--- src/rtl/vkps_pkg.sv ---
package vkps_pkg;
    // Timing figures and the clock rate they are counted in.
    localparam int CLK_KHZ = 40000;
    localparam int DEBOUNCE_MS = 5;
    localparam int REPEAT_MS = 200;
    localparam int INIT_MS = 1500;
    localparam int DEB_CYC = DEBOUNCE_MS * CLK_KHZ;
    localparam int RPT_CYC = REPEAT_MS * CLK_KHZ;
    localparam int INIT_CYC = INIT_MS * CLK_KHZ;
    localparam int CNT_W = 26;

    // Master volume: index 0 is the loudest setting, each index one step quieter.
    localparam int VOL_TOP_DB = 12;
    localparam int VOL_BOT_DB = -36;
    localparam int VOL_STEP_DB = 2;
    localparam int VOL_W = 5;
    localparam logic [VOL_W-1:0] VOL_MAX = VOL_W'((VOL_TOP_DB - VOL_BOT_DB) / VOL_STEP_DB);
    localparam logic [VOL_W-1:0] VOL_RST = VOL_W'(VOL_TOP_DB / VOL_STEP_DB);

    localparam int APB_AW = 8;
    localparam logic [APB_AW-1:0] ADDR_CFG = 8'h00;
    localparam logic [APB_AW-1:0] ADDR_GPO = 8'h04;
    localparam logic [APB_AW-1:0] ADDR_MODEM = 8'h08;
    localparam logic [APB_AW-1:0] ADDR_ALTCD = 8'h0C;
    localparam logic [APB_AW-1:0] ADDR_PWR = 8'h10;
    localparam logic [APB_AW-1:0] ADDR_LDEV = 8'h14;
    localparam logic [APB_AW-1:0] ADDR_STAT = 8'h18;
    localparam int BASE_W = 16;
    localparam int PWR_W = 8;

    // Positions of the pin inputs in the synchroniser vector.
    localparam int NPIN = 10;
    localparam logic [NPIN-1:0] SYNC_RST = 10'h3FE;
    localparam int PIN_BRST = 0;
    localparam int PIN_RD = 1;
    localparam int PIN_WR = 2;
    localparam int PIN_MUTE = 3;
    localparam int PIN_UP = 4;
    localparam int PIN_DN = 5;
    localparam int PIN_CD = 6;
    localparam int CD_IRQ = 2;
    localparam int CD_REQ = 3;
    localparam logic [3:0] CD_OE_STD = 4'h3;

    localparam int K_UP = 0;
    localparam int K_DN = 1;
    localparam int K_MU = 2;
    localparam logic [1:0] MS_HOLD = 2'h0;
    localparam logic [1:0] MS_TOGGLE = 2'h1;
    localparam logic [1:0] MS_COMPAT = 2'h3;

    typedef struct packed {
        logic [3:0] cd_pins;
        logic down_pin_n;
        logic up_pin_n;
        logic mute_key_n;
        logic ext_io_write_strobe_n;
        logic ext_io_read_strobe_n;
        logic bus_reset_drive;
    } vkps_pins_t;

    typedef struct packed {
        logic synth_chip_select_n;
        logic alt_cdrom_select_n;
        logic cd_select_n;
        logic cd_dma_ack_n;
        logic modem_select_n;
        logic host_addr_bit2;
    } vkps_req_t;

    typedef struct packed {
        logic up_o;
        logic up_oe;
        logic down_o;
        logic down_oe;
        logic [3:0] cd_o;
        logic [3:0] cd_oe;
        logic gp0_o;
        logic gp0_oe;
    } vkps_pout_t;

    typedef struct packed {
        logic synth_irq_in;
        logic cd_irq_in;
        logic cd_dma_req;
        logic modem_irq_in;
        logic [3:0] host_addr_hi;
        logic host_addr_hi_valid;
        logic master_mute;
        logic [VOL_W-1:0] master_atten;
        logic [PWR_W-1:0] power_down;
        logic [7:0] device_enable;
        logic bus_isolated;
        logic init_busy;
    } vkps_sts_t;

    typedef struct packed {
        logic [27:0] rsvd;
        logic iso;
        logic [1:0] mute_style;
        logic volume_keys_enable;
    } vkps_cfg_t;

    typedef struct packed {
        logic [27:0] rsvd;
        logic eight_byte;
        logic gpo_en;
        logic gp_output_1;
        logic gp_output_0;
    } vkps_gpo_t;

    typedef struct packed {
        logic [19:0] rsvd;
        logic alt_sw;
        logic modem_sw;
        logic wr_lat;
        logic rd_lat;
        logic busy;
        logic brst;
        logic muted;
        logic [VOL_W-1:0] vol;
    } vkps_stat_t;

    localparam vkps_cfg_t CFG_RST = '{iso: 1'b1, default: '0};
endpackage

--- src/rtl/vkps_top.sv ---
// The placing of the registers and the APB register port were chosen for this implementation.
`timescale 1ns/10ps
`default_nettype none

module vkps_top #(
    parameter int DEB_CYC = vkps_pkg::DEB_CYC,
    parameter int RPT_CYC = vkps_pkg::RPT_CYC,
    parameter int INIT_CYC = vkps_pkg::INIT_CYC,
    parameter int CW = vkps_pkg::CNT_W
) (
    input wire logic pclk,
    input wire logic presetn,
    input wire logic psel,
    input wire logic penable,
    input wire logic pwrite,
    input wire logic [vkps_pkg::APB_AW-1:0] paddr,
    input wire logic [31:0] pwdata,
    output logic [31:0] prdata,
    output logic pready,
    output logic pslverr,
    input wire vkps_pkg::vkps_pins_t pins_i,
    input wire vkps_pkg::vkps_req_t req_i,
    output vkps_pkg::vkps_pout_t pins_o,
    output vkps_pkg::vkps_sts_t sts_o
);

    if (DEB_CYC < 1 || RPT_CYC < 1 || INIT_CYC < 1 || CW > 31 ||
        DEB_CYC >= 2 ** CW || RPT_CYC >= 2 ** CW || INIT_CYC >= 2 ** CW) begin : g_chk
        $error("vkps_top: counts do not fit the counter width.");
    end

    // ************************************************************
    // State
    // ************************************************************
    typedef struct packed {
        logic [vkps_pkg::NPIN-1:0] s1;
        logic [vkps_pkg::NPIN-1:0] s2;
        logic [vkps_pkg::NPIN-1:0] s3;
        logic [vkps_pkg::NPIN-1:0] flt;
        logic [2:0][CW-1:0] deb;
        logic [2:0] key;
        logic [CW-1:0] rpt;
        logic [CW-1:0] init;
        logic busy;
        logic rd_lat;
        logic wr_lat;
        logic modem_sw;
        logic alt_sw;
        logic muted;
        logic [vkps_pkg::VOL_W-1:0] vol;
        vkps_pkg::vkps_cfg_t cfg;
        vkps_pkg::vkps_gpo_t gpo;
        logic [vkps_pkg::BASE_W-1:0] modem_base;
        logic [vkps_pkg::BASE_W-1:0] alt_base;
        logic [vkps_pkg::PWR_W-1:0] pwr;
        logic [7:0] ldev;
        logic pready;
        logic pslverr;
        logic [31:0] prdata;
        vkps_pkg::vkps_pout_t po;
        vkps_pkg::vkps_sts_t so;
    } vkps_st_t;

    localparam vkps_st_t ST_RST = '{
        s1: vkps_pkg::SYNC_RST,
        s2: vkps_pkg::SYNC_RST,
        s3: vkps_pkg::SYNC_RST,
        flt: vkps_pkg::SYNC_RST,
        vol: vkps_pkg::VOL_RST,
        cfg: vkps_pkg::CFG_RST,
        so: '{master_mute: 1'b1, bus_isolated: 1'b1, master_atten: vkps_pkg::VOL_RST, default: '0},
        default: '0
    };

    vkps_st_t st_q;
    vkps_st_t st_d;
    logic [vkps_pkg::NPIN-1:0] agree;
    logic brst;
    logic bfall;
    logic [2:0] raw;
    logic [2:0] k;
    logic [2:0] ev;
    logic press;
    logic step;
    logic acc;
    logic err;
    logic [31:0] rv;
    vkps_pkg::vkps_stat_t stat;

    // ************************************************************
    // Next state
    // ************************************************************
    always_comb begin
        st_d = st_q;
        // Pins pass three flops; a level counts once the last two agree.
        st_d.s1 = pins_i;
        st_d.s2 = st_q.s1;
        st_d.s3 = st_q.s2;
        agree = ~(st_q.s2 ^ st_q.s3);
        st_d.flt = (st_q.s3 & agree) | (st_q.flt & ~agree);
        brst = st_d.flt[vkps_pkg::PIN_BRST];
        bfall = st_q.flt[vkps_pkg::PIN_BRST] & ~brst;

        // Key roles follow the enable and the mute style.
        raw = '0;
        if (st_q.cfg.volume_keys_enable) begin
            if (st_q.cfg.mute_style == vkps_pkg::MS_COMPAT) begin
                raw[vkps_pkg::K_UP] = ~st_q.flt[vkps_pkg::PIN_MUTE];
            end else begin
                raw[vkps_pkg::K_UP] = ~st_q.flt[vkps_pkg::PIN_UP];
            end
            raw[vkps_pkg::K_DN] = ~st_q.flt[vkps_pkg::PIN_DN];
            raw[vkps_pkg::K_MU] = ~st_q.cfg.mute_style[1] & ~st_q.flt[vkps_pkg::PIN_MUTE];
        end
        for (int i = 0; i < 3; i++) begin
            if (raw[i] == st_q.key[i]) begin
                st_d.deb[i] = '0;
            end else if (st_q.deb[i] >= CW'(DEB_CYC - 1)) begin
                st_d.deb[i] = '0;
                st_d.key[i] = raw[i];
            end else begin
                st_d.deb[i] = st_q.deb[i] + 1'b1;
            end
        end
        k = st_d.key;
        ev = k & ~st_q.key;
        press = ev[vkps_pkg::K_UP] | ev[vkps_pkg::K_DN];

        case (st_q.cfg.mute_style)
            vkps_pkg::MS_HOLD: begin
                st_d.muted = k[vkps_pkg::K_MU];
            end
            vkps_pkg::MS_TOGGLE: begin
                if (ev[vkps_pkg::K_MU]) begin
                    st_d.muted = ~st_q.muted;
                end else if (press) begin
                    st_d.muted = 1'b0;
                end
            end
            default: begin
                if (press && k[vkps_pkg::K_UP] && k[vkps_pkg::K_DN]) begin
                    st_d.muted = 1'b1;
                end else if (press) begin
                    st_d.muted = 1'b0;
                end
            end
        endcase

        // One key held alone steps at once and then at the repeat interval.
        step = 1'b0;
        if ((k[vkps_pkg::K_UP] ^ k[vkps_pkg::K_DN]) && !st_q.muted && !st_d.muted) begin
            if (press || st_q.rpt >= CW'(RPT_CYC - 1)) begin
                step = 1'b1;
                st_d.rpt = '0;
            end else begin
                st_d.rpt = st_q.rpt + 1'b1;
            end
        end else begin
            st_d.rpt = '0;
        end
        if (step) begin
            if (k[vkps_pkg::K_UP] && st_q.vol != '0) begin
                st_d.vol = st_q.vol - 1'b1;
            end else if (k[vkps_pkg::K_DN] && st_q.vol != vkps_pkg::VOL_MAX) begin
                st_d.vol = st_q.vol + 1'b1;
            end
        end

        // APB slave with one wait state; errors and read data settle first.
        stat = '0;
        stat.alt_sw = st_q.alt_sw;
        stat.modem_sw = st_q.modem_sw;
        stat.wr_lat = st_q.wr_lat;
        stat.rd_lat = st_q.rd_lat;
        stat.busy = st_q.busy;
        stat.brst = st_q.flt[vkps_pkg::PIN_BRST];
        stat.muted = st_q.muted;
        stat.vol = st_q.vol;
        err = 1'b0;
        case (paddr)
            vkps_pkg::ADDR_CFG: rv = 32'(st_q.cfg);
            vkps_pkg::ADDR_GPO: rv = 32'(st_q.gpo);
            vkps_pkg::ADDR_MODEM: rv = 32'(st_q.modem_base);
            vkps_pkg::ADDR_ALTCD: rv = 32'(st_q.alt_base);
            vkps_pkg::ADDR_PWR: rv = 32'(st_q.pwr);
            vkps_pkg::ADDR_LDEV: rv = 32'(st_q.ldev);
            vkps_pkg::ADDR_STAT: rv = 32'(stat);
            default: begin
                rv = '0;
                err = 1'b1;
            end
        endcase
        if (pwrite && (st_q.busy || brst)) begin
            err = 1'b1;
        end
        acc = psel & penable & st_q.pready;
        st_d.pready = psel & penable & ~st_q.pready;
        st_d.pslverr = st_d.pready & err;
        st_d.prdata = (st_d.pready && !pwrite && !err) ? rv : '0;
        if (acc && pwrite && !st_q.pslverr && !brst) begin
            case (paddr)
                vkps_pkg::ADDR_CFG: begin
                    st_d.cfg = vkps_pkg::vkps_cfg_t'(pwdata);
                    st_d.cfg.rsvd = '0;
                end
                vkps_pkg::ADDR_GPO: begin
                    st_d.gpo = vkps_pkg::vkps_gpo_t'(pwdata);
                    st_d.gpo.rsvd = '0;
                end
                vkps_pkg::ADDR_MODEM: begin
                    st_d.modem_base = pwdata[vkps_pkg::BASE_W-1:0];
                    if (pwdata[vkps_pkg::BASE_W-1:0] != '0 && !st_q.rd_lat) begin
                        st_d.modem_sw = 1'b1;
                    end
                end
                vkps_pkg::ADDR_ALTCD: begin
                    st_d.alt_base = pwdata[vkps_pkg::BASE_W-1:0];
                    if (pwdata[vkps_pkg::BASE_W-1:0] != '0) begin
                        st_d.alt_sw = 1'b1;
                    end
                end
                vkps_pkg::ADDR_PWR: st_d.pwr = pwdata[vkps_pkg::PWR_W-1:0];
                vkps_pkg::ADDR_LDEV: st_d.ldev = pwdata[7:0];
                default: begin
                end
            endcase
        end

        // Bus reset holds the registers cleared; its fall starts initialisation.
        if (brst) begin
            st_d.cfg = '0;
            st_d.gpo = '0;
            st_d.modem_base = '0;
            st_d.alt_base = '0;
            st_d.pwr = '0;
            st_d.ldev = '0;
            st_d.modem_sw = 1'b0;
            st_d.alt_sw = 1'b0;
            st_d.busy = 1'b0;
            st_d.init = '0;
        end else if (bfall) begin
            st_d.rd_lat = st_q.flt[vkps_pkg::PIN_RD];
            st_d.wr_lat = st_q.flt[vkps_pkg::PIN_WR];
            st_d.busy = 1'b1;
            st_d.init = CW'(INIT_CYC - 1);
        end else if (st_q.busy) begin
            if (st_q.init == '0) begin
                st_d.busy = 1'b0;
                st_d.cfg = vkps_pkg::CFG_RST;
                st_d.gpo = '0;
                st_d.modem_base = '0;
                st_d.alt_base = '0;
                st_d.pwr = '0;
                st_d.ldev = '0;
                st_d.vol = vkps_pkg::VOL_RST;
                st_d.muted = 1'b0;
            end else begin
                st_d.init = st_q.init - 1'b1;
            end
        end

        // Pin functions.
        st_d.po = '0;
        st_d.so = '0;
        if (!st_q.cfg.volume_keys_enable) begin
            st_d.po.up_oe = 1'b1;
            st_d.po.up_o = req_i.synth_chip_select_n;
        end
        if (st_q.cfg.volume_keys_enable) begin
            st_d.po.down_o = 1'b1;
        end else if (st_q.alt_sw) begin
            st_d.po.down_oe = 1'b1;
            st_d.po.down_o = req_i.alt_cdrom_select_n;
        end else if (st_q.wr_lat) begin
            st_d.po.down_oe = st_q.gpo.gpo_en;
            st_d.po.down_o = st_q.gpo.gp_output_1;
        end else begin
            st_d.po.down_o = 1'b1;
            st_d.so.synth_irq_in = st_q.flt[vkps_pkg::PIN_DN];
        end
        if (st_q.gpo.eight_byte) begin
            st_d.po.gp0_oe = 1'b1;
            st_d.po.gp0_o = req_i.host_addr_bit2;
        end else begin
            st_d.po.gp0_oe = st_q.gpo.gpo_en;
            st_d.po.gp0_o = st_q.gpo.gp_output_0;
        end
        if (st_q.rd_lat) begin
            st_d.so.host_addr_hi = st_q.flt[vkps_pkg::PIN_CD+:4];
            st_d.so.host_addr_hi_valid = 1'b1;
        end else begin
            st_d.po.cd_oe = vkps_pkg::CD_OE_STD;
            st_d.po.cd_o = {2'h3, st_q.modem_sw ? req_i.modem_select_n : req_i.cd_dma_ack_n,
                            req_i.cd_select_n};
            st_d.so.cd_irq_in = st_q.flt[vkps_pkg::PIN_CD + vkps_pkg::CD_IRQ];
            if (st_q.modem_sw) begin
                st_d.so.modem_irq_in = st_q.flt[vkps_pkg::PIN_CD + vkps_pkg::CD_REQ];
            end else begin
                st_d.so.cd_dma_req = st_q.flt[vkps_pkg::PIN_CD + vkps_pkg::CD_REQ];
            end
        end
        st_d.so.master_mute = st_d.muted | brst | st_d.busy;
        st_d.so.master_atten = st_d.vol;
        st_d.so.power_down = st_d.pwr;
        st_d.so.device_enable = st_d.ldev;
        st_d.so.bus_isolated = st_d.cfg.iso;
        st_d.so.init_busy = st_d.busy;
    end

    // ************************************************************
    // Registers
    // ************************************************************
    always_ff @(posedge pclk or negedge presetn) begin
        if (!presetn) begin
            st_q <= ST_RST;
        end else begin
            st_q <= st_d;
        end
    end

    assign prdata = st_q.prdata;
    assign pready = st_q.pready;
    assign pslverr = st_q.pslverr;
    assign pins_o = st_q.po;
    assign sts_o = st_q.so;
endmodule

`default_nettype wire

--- config.mk ---
export PLATFORM = sky130hd
export DESIGN_NAME = vkps_top
export DESIGN_NICKNAME = d
export VERILOG_FILES = /design/src/rtl/vkps_pkg.sv /design/src/rtl/vkps_top.sv
export SDC_FILE = /design/constraint.sdc
export NUM_CORES = 1
export LEC_CHECK = 0
export CORE_UTILIZATION = 30
export CTS_BUF_LIST = sky130_fd_sc_hd__clkbuf_16
export CTS_CLUSTER_SIZE = 16
export DETAILED_ROUTE_END_ITERATION = 7
export DONT_BUFFER_PORTS = 1
export GPL_TIMING_DRIVEN = 0
export SLEW_MARGIN = 20
export SYNTH_ARGS = -nofsm -noshare
export SYNTH_HDL_FRONTEND = slang
export SYNTH_SLANG_ARGS = --single-unit
--- constraint.sdc ---
create_clock -name pclk -period 3 [get_ports pclk]
set_input_delay 0.15 -clock pclk [delete_from_list [all_inputs] [get_ports pclk]]
set_output_delay 0.15 -clock pclk [all_outputs]
set_load 0.005 [all_outputs]
; ---- Yosys cells after proc, flatten, opt, wreduce, memory -nomap -nowiden
; Index checks and enable logic that the tools add are counted.
[op_classes]
magnitude_cmp = 4
add_sub_neg = 7
mux = 68
eq_ne = 13
reduce_logical = 38
n_bitwise = 25
[ops]
columns = cell, n
row1 = 118-bit 2-to-1 mux, 3
row2 = 26-bit 2-to-1 mux, 9
row3 = 112-bit 2-to-1 mux, 2
row4 = 32-bit case mux with 7 select lines, 1
row5 = "26-bit by 1-bit adder with 26-bit output, second input constant", 4
row6 = 32-bit 2-to-1 mux, 3
row7 = 27-bit 2-to-1 mux, 3
row8 = "26-bit by 18-bit greater-or-equal comparator with 1-bit output, second input constant", 3
row9 = 16-bit 2-to-1 mux, 2
row10 = 1-bit 2-to-1 mux, 29
row11 = "26-bit by 23-bit greater-or-equal comparator with 1-bit output, second input constant", 1
row12 = 26-bit logical NOT, 1
row13 = "26-bit by 1-bit subtractor with 26-bit output, second input constant", 1
row14 = "8-bit by 5-bit equality test with 1-bit output, second input constant", 3
row15 = 8-bit 2-to-1 mux, 3
row16 = 10-bit AND, 2
row17 = 5-bit 2-to-1 mux, 4
row18 = 10-bit inverter, 2
row19 = "8-bit by 4-bit equality test with 1-bit output, second input constant", 2
row20 = 16-bit nonzero test, 1
row21 = 1-bit logical AND, 13
row22 = 2-bit 2-to-1 mux, 5
row23 = 10-bit OR, 1
row24 = 2-bit nonzero test, 5
row25 = other kinds (27), 52
[word_totals]
wordCells = 203
out_inout_bits = 81
ff_bits = 354
in_bits = 61

; ---- Longest topological paths before layout
[depth]
depth_word = 21
ltp_mapped = 11

; ---- Least setup slack after synthesis
; No wires, ideal clock.
[synth_timing]
kind = reg2reg
startpoint = reg st_q[300] (netlist bit)
endpoint = reg st_q, in the netlist sts_o[22]
path_stages_with_launch = 9
path_buffers = 0
slack_ns = 0.299
required_ns = 2.921
arrival_ns = 2.622
cell_sequence = dfrtp_1 or4_1 a311o_1 a21oi_2 mux2i_1 xnor2_1 a211o_1 a21oi_1 mux2i_1
[synth_lines]
columns = element, line_no
row1 = from (decl), vkps_top.sv:75  ; vkps_st_t st_q;
row2 = from (signal assigned), vkps_top.sv:317  ; st_q <= st_d;

==> results.md <==
## Route
* per-cell via count in the routed design: 4.67
* vias: 9979
* Pre-antenna DRT Iters: 5
* post-DR wirelength/cell: 16.6 µm
* initial drt markers: 695
* total DRC errors in the routed layout: 0
* Routed WL: 35400 µm
* number of antenna-violating nets in the routed design: 0

## STA
* maximum clock skew at final layout: 0.0373 ns
* worst setup margin: 0.0897 ns
* final hold vios: 311
* Worst Max-Slew Pin Slew: 1.47 ns
* fmax: 344 MHz
* minimum hold slack: -0.678 ns
* Setup-failing EPs final: 0
* worst rel slew slack: 1.93%
* time the worst path needs with I/O delays and setup: 2.91 ns
* Slew Viols, Final: 0
* unrepaired setup endpoints after global routing: true
* portion of the clock cycle consumed by the worst path in the final layout: 97.0%

## Yosys
* number of distinct library cell variants in the gate-level netlist after synthesis: 64
* mean area per synthesized cell: 11.3 µm²
* proportion of netlist area held by the largest area contributor: 51.6%
* cell type with the largest total area after synthesis: sky130_fd_sc_hd__dfrtp_1
* combinational family with the most area after synthesis: simple AND/OR/NAND/NOR gates
* ranking of synthesized cells by area: sky130_fd_sc_hd__dfrtp_1 (52%), sky130_fd_sc_hd__dfstp_2 (7.0%), sky130_fd_sc_hd__nor2_1 (4.6%), sky130_fd_sc_hd__mux2i_1 (4.1%), sky130_fd_sc_hd__buf_4 (4.0%)
* EDFF count, synth: 0
* share of synthesized area spent on multiplexers: 6.99%
* post-synthesis instance total: 1328
* FF+latch count, synth: 349
* fraction of the mapped netlist area in compound gates: 4.88%
* Post-Synth Adder-Cell Area: 1.27%
* share of flip-flops with an asynchronous set or reset: 100%
* XOR/XNOR Fraction of Synth Area: 5.37%
* netlist area before placement: 0.0150 mm²
* basic-gate share of the synthesized area counting and, or, nand and nor cells: 17.1%
* sequential element share of the synthesized area: 58.6%
* Synth warnings: 0
* most used flip-flop cell after synthesis: sky130_fd_sc_hd__dfrtp_1

## Setup path
* slowest stage cell on the critical path: sky130_fd_sc_hd__or4_1
* worst-path fanout max: 7
* cell-by-cell listing of the critical path: or4_1 > a311o_1 > a21oi_4 > mux2i_4 > xnor2_2 > a211o_1 > a21oi_1 > mux2i_1
* sort of element at the end of the critical path: register
* critical path startpoint category: register
* classification of the worst setup path: reg -> reg
* largest delay contributor family on the critical path: compound AO/OA/AOI/OAI gates
* CP max stage delay: 0.56 ns
* Worst EP arrival: 3.39 ns
* RR Endpoint: sts_o[22]
* Buf+Inv Stages, Crit Path: 0
* Reg2Reg Setup Slack: 0.09 ns
* number of cells traversed by the worst register-to-register path: 8
* WP data required: 3.48 ns
* launch point of the worst reg-to-reg path: st_q[300]

## Final layout
* post-layout util: 36.1%
* nets@finish: 1507
* synthesis-to-finish area growth: 18.4%
* layout cells sized above 1: 16.3%
* number of filler cells placed in the layout: 4821
* area of the multi-input gates: 0.00554 mm²
* sequential standard cell area: 0.00878 mm²

## CTS
* cts-stage hold buffer count: 38
* insertion delay to the later sink of the worst-skew pair: 0.58 ns
* sinks on the clock net: 349
* register clock-pin slew on the reported worst setup and hold paths: 0.06 ns
* TritonCTS clock tree: done
* buffer cell driving the clock tree root: sky130_fd_sc_hd__clkbuf_16
* maximum level of the CTS H-tree: 2
* buffers from clock root to sink, at most: 3
* number of CTS-inserted buffers: 40

## Power
* maximum resistive drop on vdd: 0.350 mV
* total design power: 0.0104 W
* Pleak: 7.88 nW
* Power Density: 585 mW/mm²

## Placed design
* post-placement worst setup slack: -0.300 ns
* dpl hpwl: 23700 µm
* count of buffers from port buffering: 0
* gp weighted congestion: 0.834

## GRT
* aggregate global-route resource usage: 14.2%
* wire length of the first global-routing pass: 56400 µm
* number of antenna violations at the first check in global routing: 1
* GR Overflow Total: 0
* number of global-route vias before repair: 10100
* maximum number of pins on one net before global-route repair: 350

## Worst hold path
* class of the most critical hold timing path: in -> async

## Floorplan
* die width: 226 µm
* area enclosed by the die boundary: 0.0509 mm²
* floorplan row count: 81
* placeable core region: 0.0492 mm²
* IO Count: 142
* Die H: 226 µm
* effective utilization at floorplan: 30.5%

## Flow run
* max-capacitance violation count: 0

## Status
* run status: finished with violations
* violated checks: negative hold slack

==> worst max path at each step <==
| stage | startpoint | endpoint | slack [ns] | depth (start not counted) |
|---|---|---|---|---|
| global route | st_q[299] | sts_o[22] | -0.02 | 8 |
| floorplan | st_q[300] | sts_o[22] | 0.30 | 8 |
| global placement | st_q[209] | st_q[158] | -0.22 | 8 |
| detailed placement | st_q[209] | st_q[155] | -0.30 | 8 |
| CTS | st_q[204] | st_q[158] | 0.01 | 9 |
| finish | st_q[300] | sts_o[22] | 0.09 | 8 |
==> placed cells by master (no fill, tap or decap), types with 29 or more instances in the layout <==
cell	instances
sky130_fd_sc_hd__a21oi_1	55
sky130_fd_sc_hd__and2_1	66
sky130_fd_sc_hd__and3_1	29
sky130_fd_sc_hd__buf_4	81
sky130_fd_sc_hd__clkbuf_1	30
sky130_fd_sc_hd__clkbuf_16	40
sky130_fd_sc_hd__conb_1	29
sky130_fd_sc_hd__dfrtp_1	309
sky130_fd_sc_hd__dfstp_2	40
sky130_fd_sc_hd__dlygate4sd3_1	38
sky130_fd_sc_hd__mux2i_1	61
sky130_fd_sc_hd__nand2_1	97
sky130_fd_sc_hd__nand3_1	36
sky130_fd_sc_hd__nor2_1	184
sky130_fd_sc_hd__xnor2_1	44
sky130_fd_sc_hd__xor2_1	47
==> worst register-to-register path, cell delays in order (launching register included) <==
cell and delay [ns]:
sky130_fd_sc_hd__dfrtp_1 0.41, sky130_fd_sc_hd__or4_1 0.56, sky130_fd_sc_hd__a311o_1 0.41, sky130_fd_sc_hd__a21oi_4 0.22, sky130_fd_sc_hd__mux2i_4 0.36, sky130_fd_sc_hd__xnor2_2 0.18
sky130_fd_sc_hd__a211o_1 0.33, sky130_fd_sc_hd__a21oi_1 0.16, sky130_fd_sc_hd__mux2i_1 0.20
==> synth_stat cells (29+ instances only) <==
| master | number |
|---|---|
| sky130_fd_sc_hd__a21oi_1 | 56 |
| sky130_fd_sc_hd__and2_1 | 66 |
| sky130_fd_sc_hd__and3_1 | 29 |
| sky130_fd_sc_hd__buf_4 | 79 |
| sky130_fd_sc_hd__clkbuf_1 | 35 |
| sky130_fd_sc_hd__dfrtp_1 | 309 |
| sky130_fd_sc_hd__dfstp_2 | 40 |
| sky130_fd_sc_hd__mux2i_1 | 62 |
| sky130_fd_sc_hd__nand2_1 | 97 |
| sky130_fd_sc_hd__nand3_1 | 36 |
| sky130_fd_sc_hd__nor2_1 | 185 |
| sky130_fd_sc_hd__xnor2_1 | 45 |
| sky130_fd_sc_hd__xor2_1 | 47 |
==> logic make-up after synthesis <==
kind of cell             after synthesis
AND/OR/NAND/NOR                      521
flip-flops                           349
buffers and inverters                148
AO/OA/AOI/OAI                        116
XOR/XNOR                              92
multiplexers                          84
adder cells (fa/ha/maj)               17
other                                  1
==> repair_timing <==
item                                   CTS  global route
endpoints found under the hold margin  424           349
setup endpoints to repair              123            95
setup buffers                            0             2
resized for setup                       14            10
pin swaps                                1             1
==> report_power, final <==
part           switching (W)  internal, W  leakage, nW
Clock                0.00201      0.00281        0.658
Combinational       0.000323     0.000248         2.61
Sequential          0.000111      0.00488         4.61
==> flip-flops by register name (all words and copies together) (netlist names), named ones only <==
signal and flops:
sts_o 33, prdata 32, pins_o 9, pslverr 1
st_q 244, pready 1, st_d 20
==> metrics by stage <==
| step | std cells | setup TNS (ns) | cell area [µm²] | hold WS, ns |
|---|---|---|---|---|
| finish | 2135 | 0 | 17700 | -0.678 |
| global route | 2135 | -0.0221 | 17700 | -0.715 |
| CTS | 2132 | 0 | 17700 | -0.735 |
| detailed placement | 2020 | -17.48 | 15900 | -0.124 |
| global placement | 2020 | -11.47 | 15900 | -0.122 |
| floorplan | 1356 | 0 | 15100 | -0.146 |
==> cell type report <==
| cell class | instances | share of cell area, % |
|---|---|---|
| diodes | 1 | 0.0141 |
| plain buffers | 127 | 4.52 |
| clock buffers | 40 | 5.64 |
| clock inverters | 34 | 1.76 |
| inverters | 21 | 0.444 |
| multi-input cells | 859 | 31.2 |
| flip-flops and latches | 349 | 49.5 |
| well taps | 664 | 4.68 |
| repair buffers | 40 | 2.23 |
==> layer usage <==
layer	global-route usage [%]	share of wire, %
met1	19.6	45
met2	21.7	46
met3	3.51	6.5
met4	4.89	2.7
met5	0	0
No activity file was read; power rests on OpenSTA's default activity.
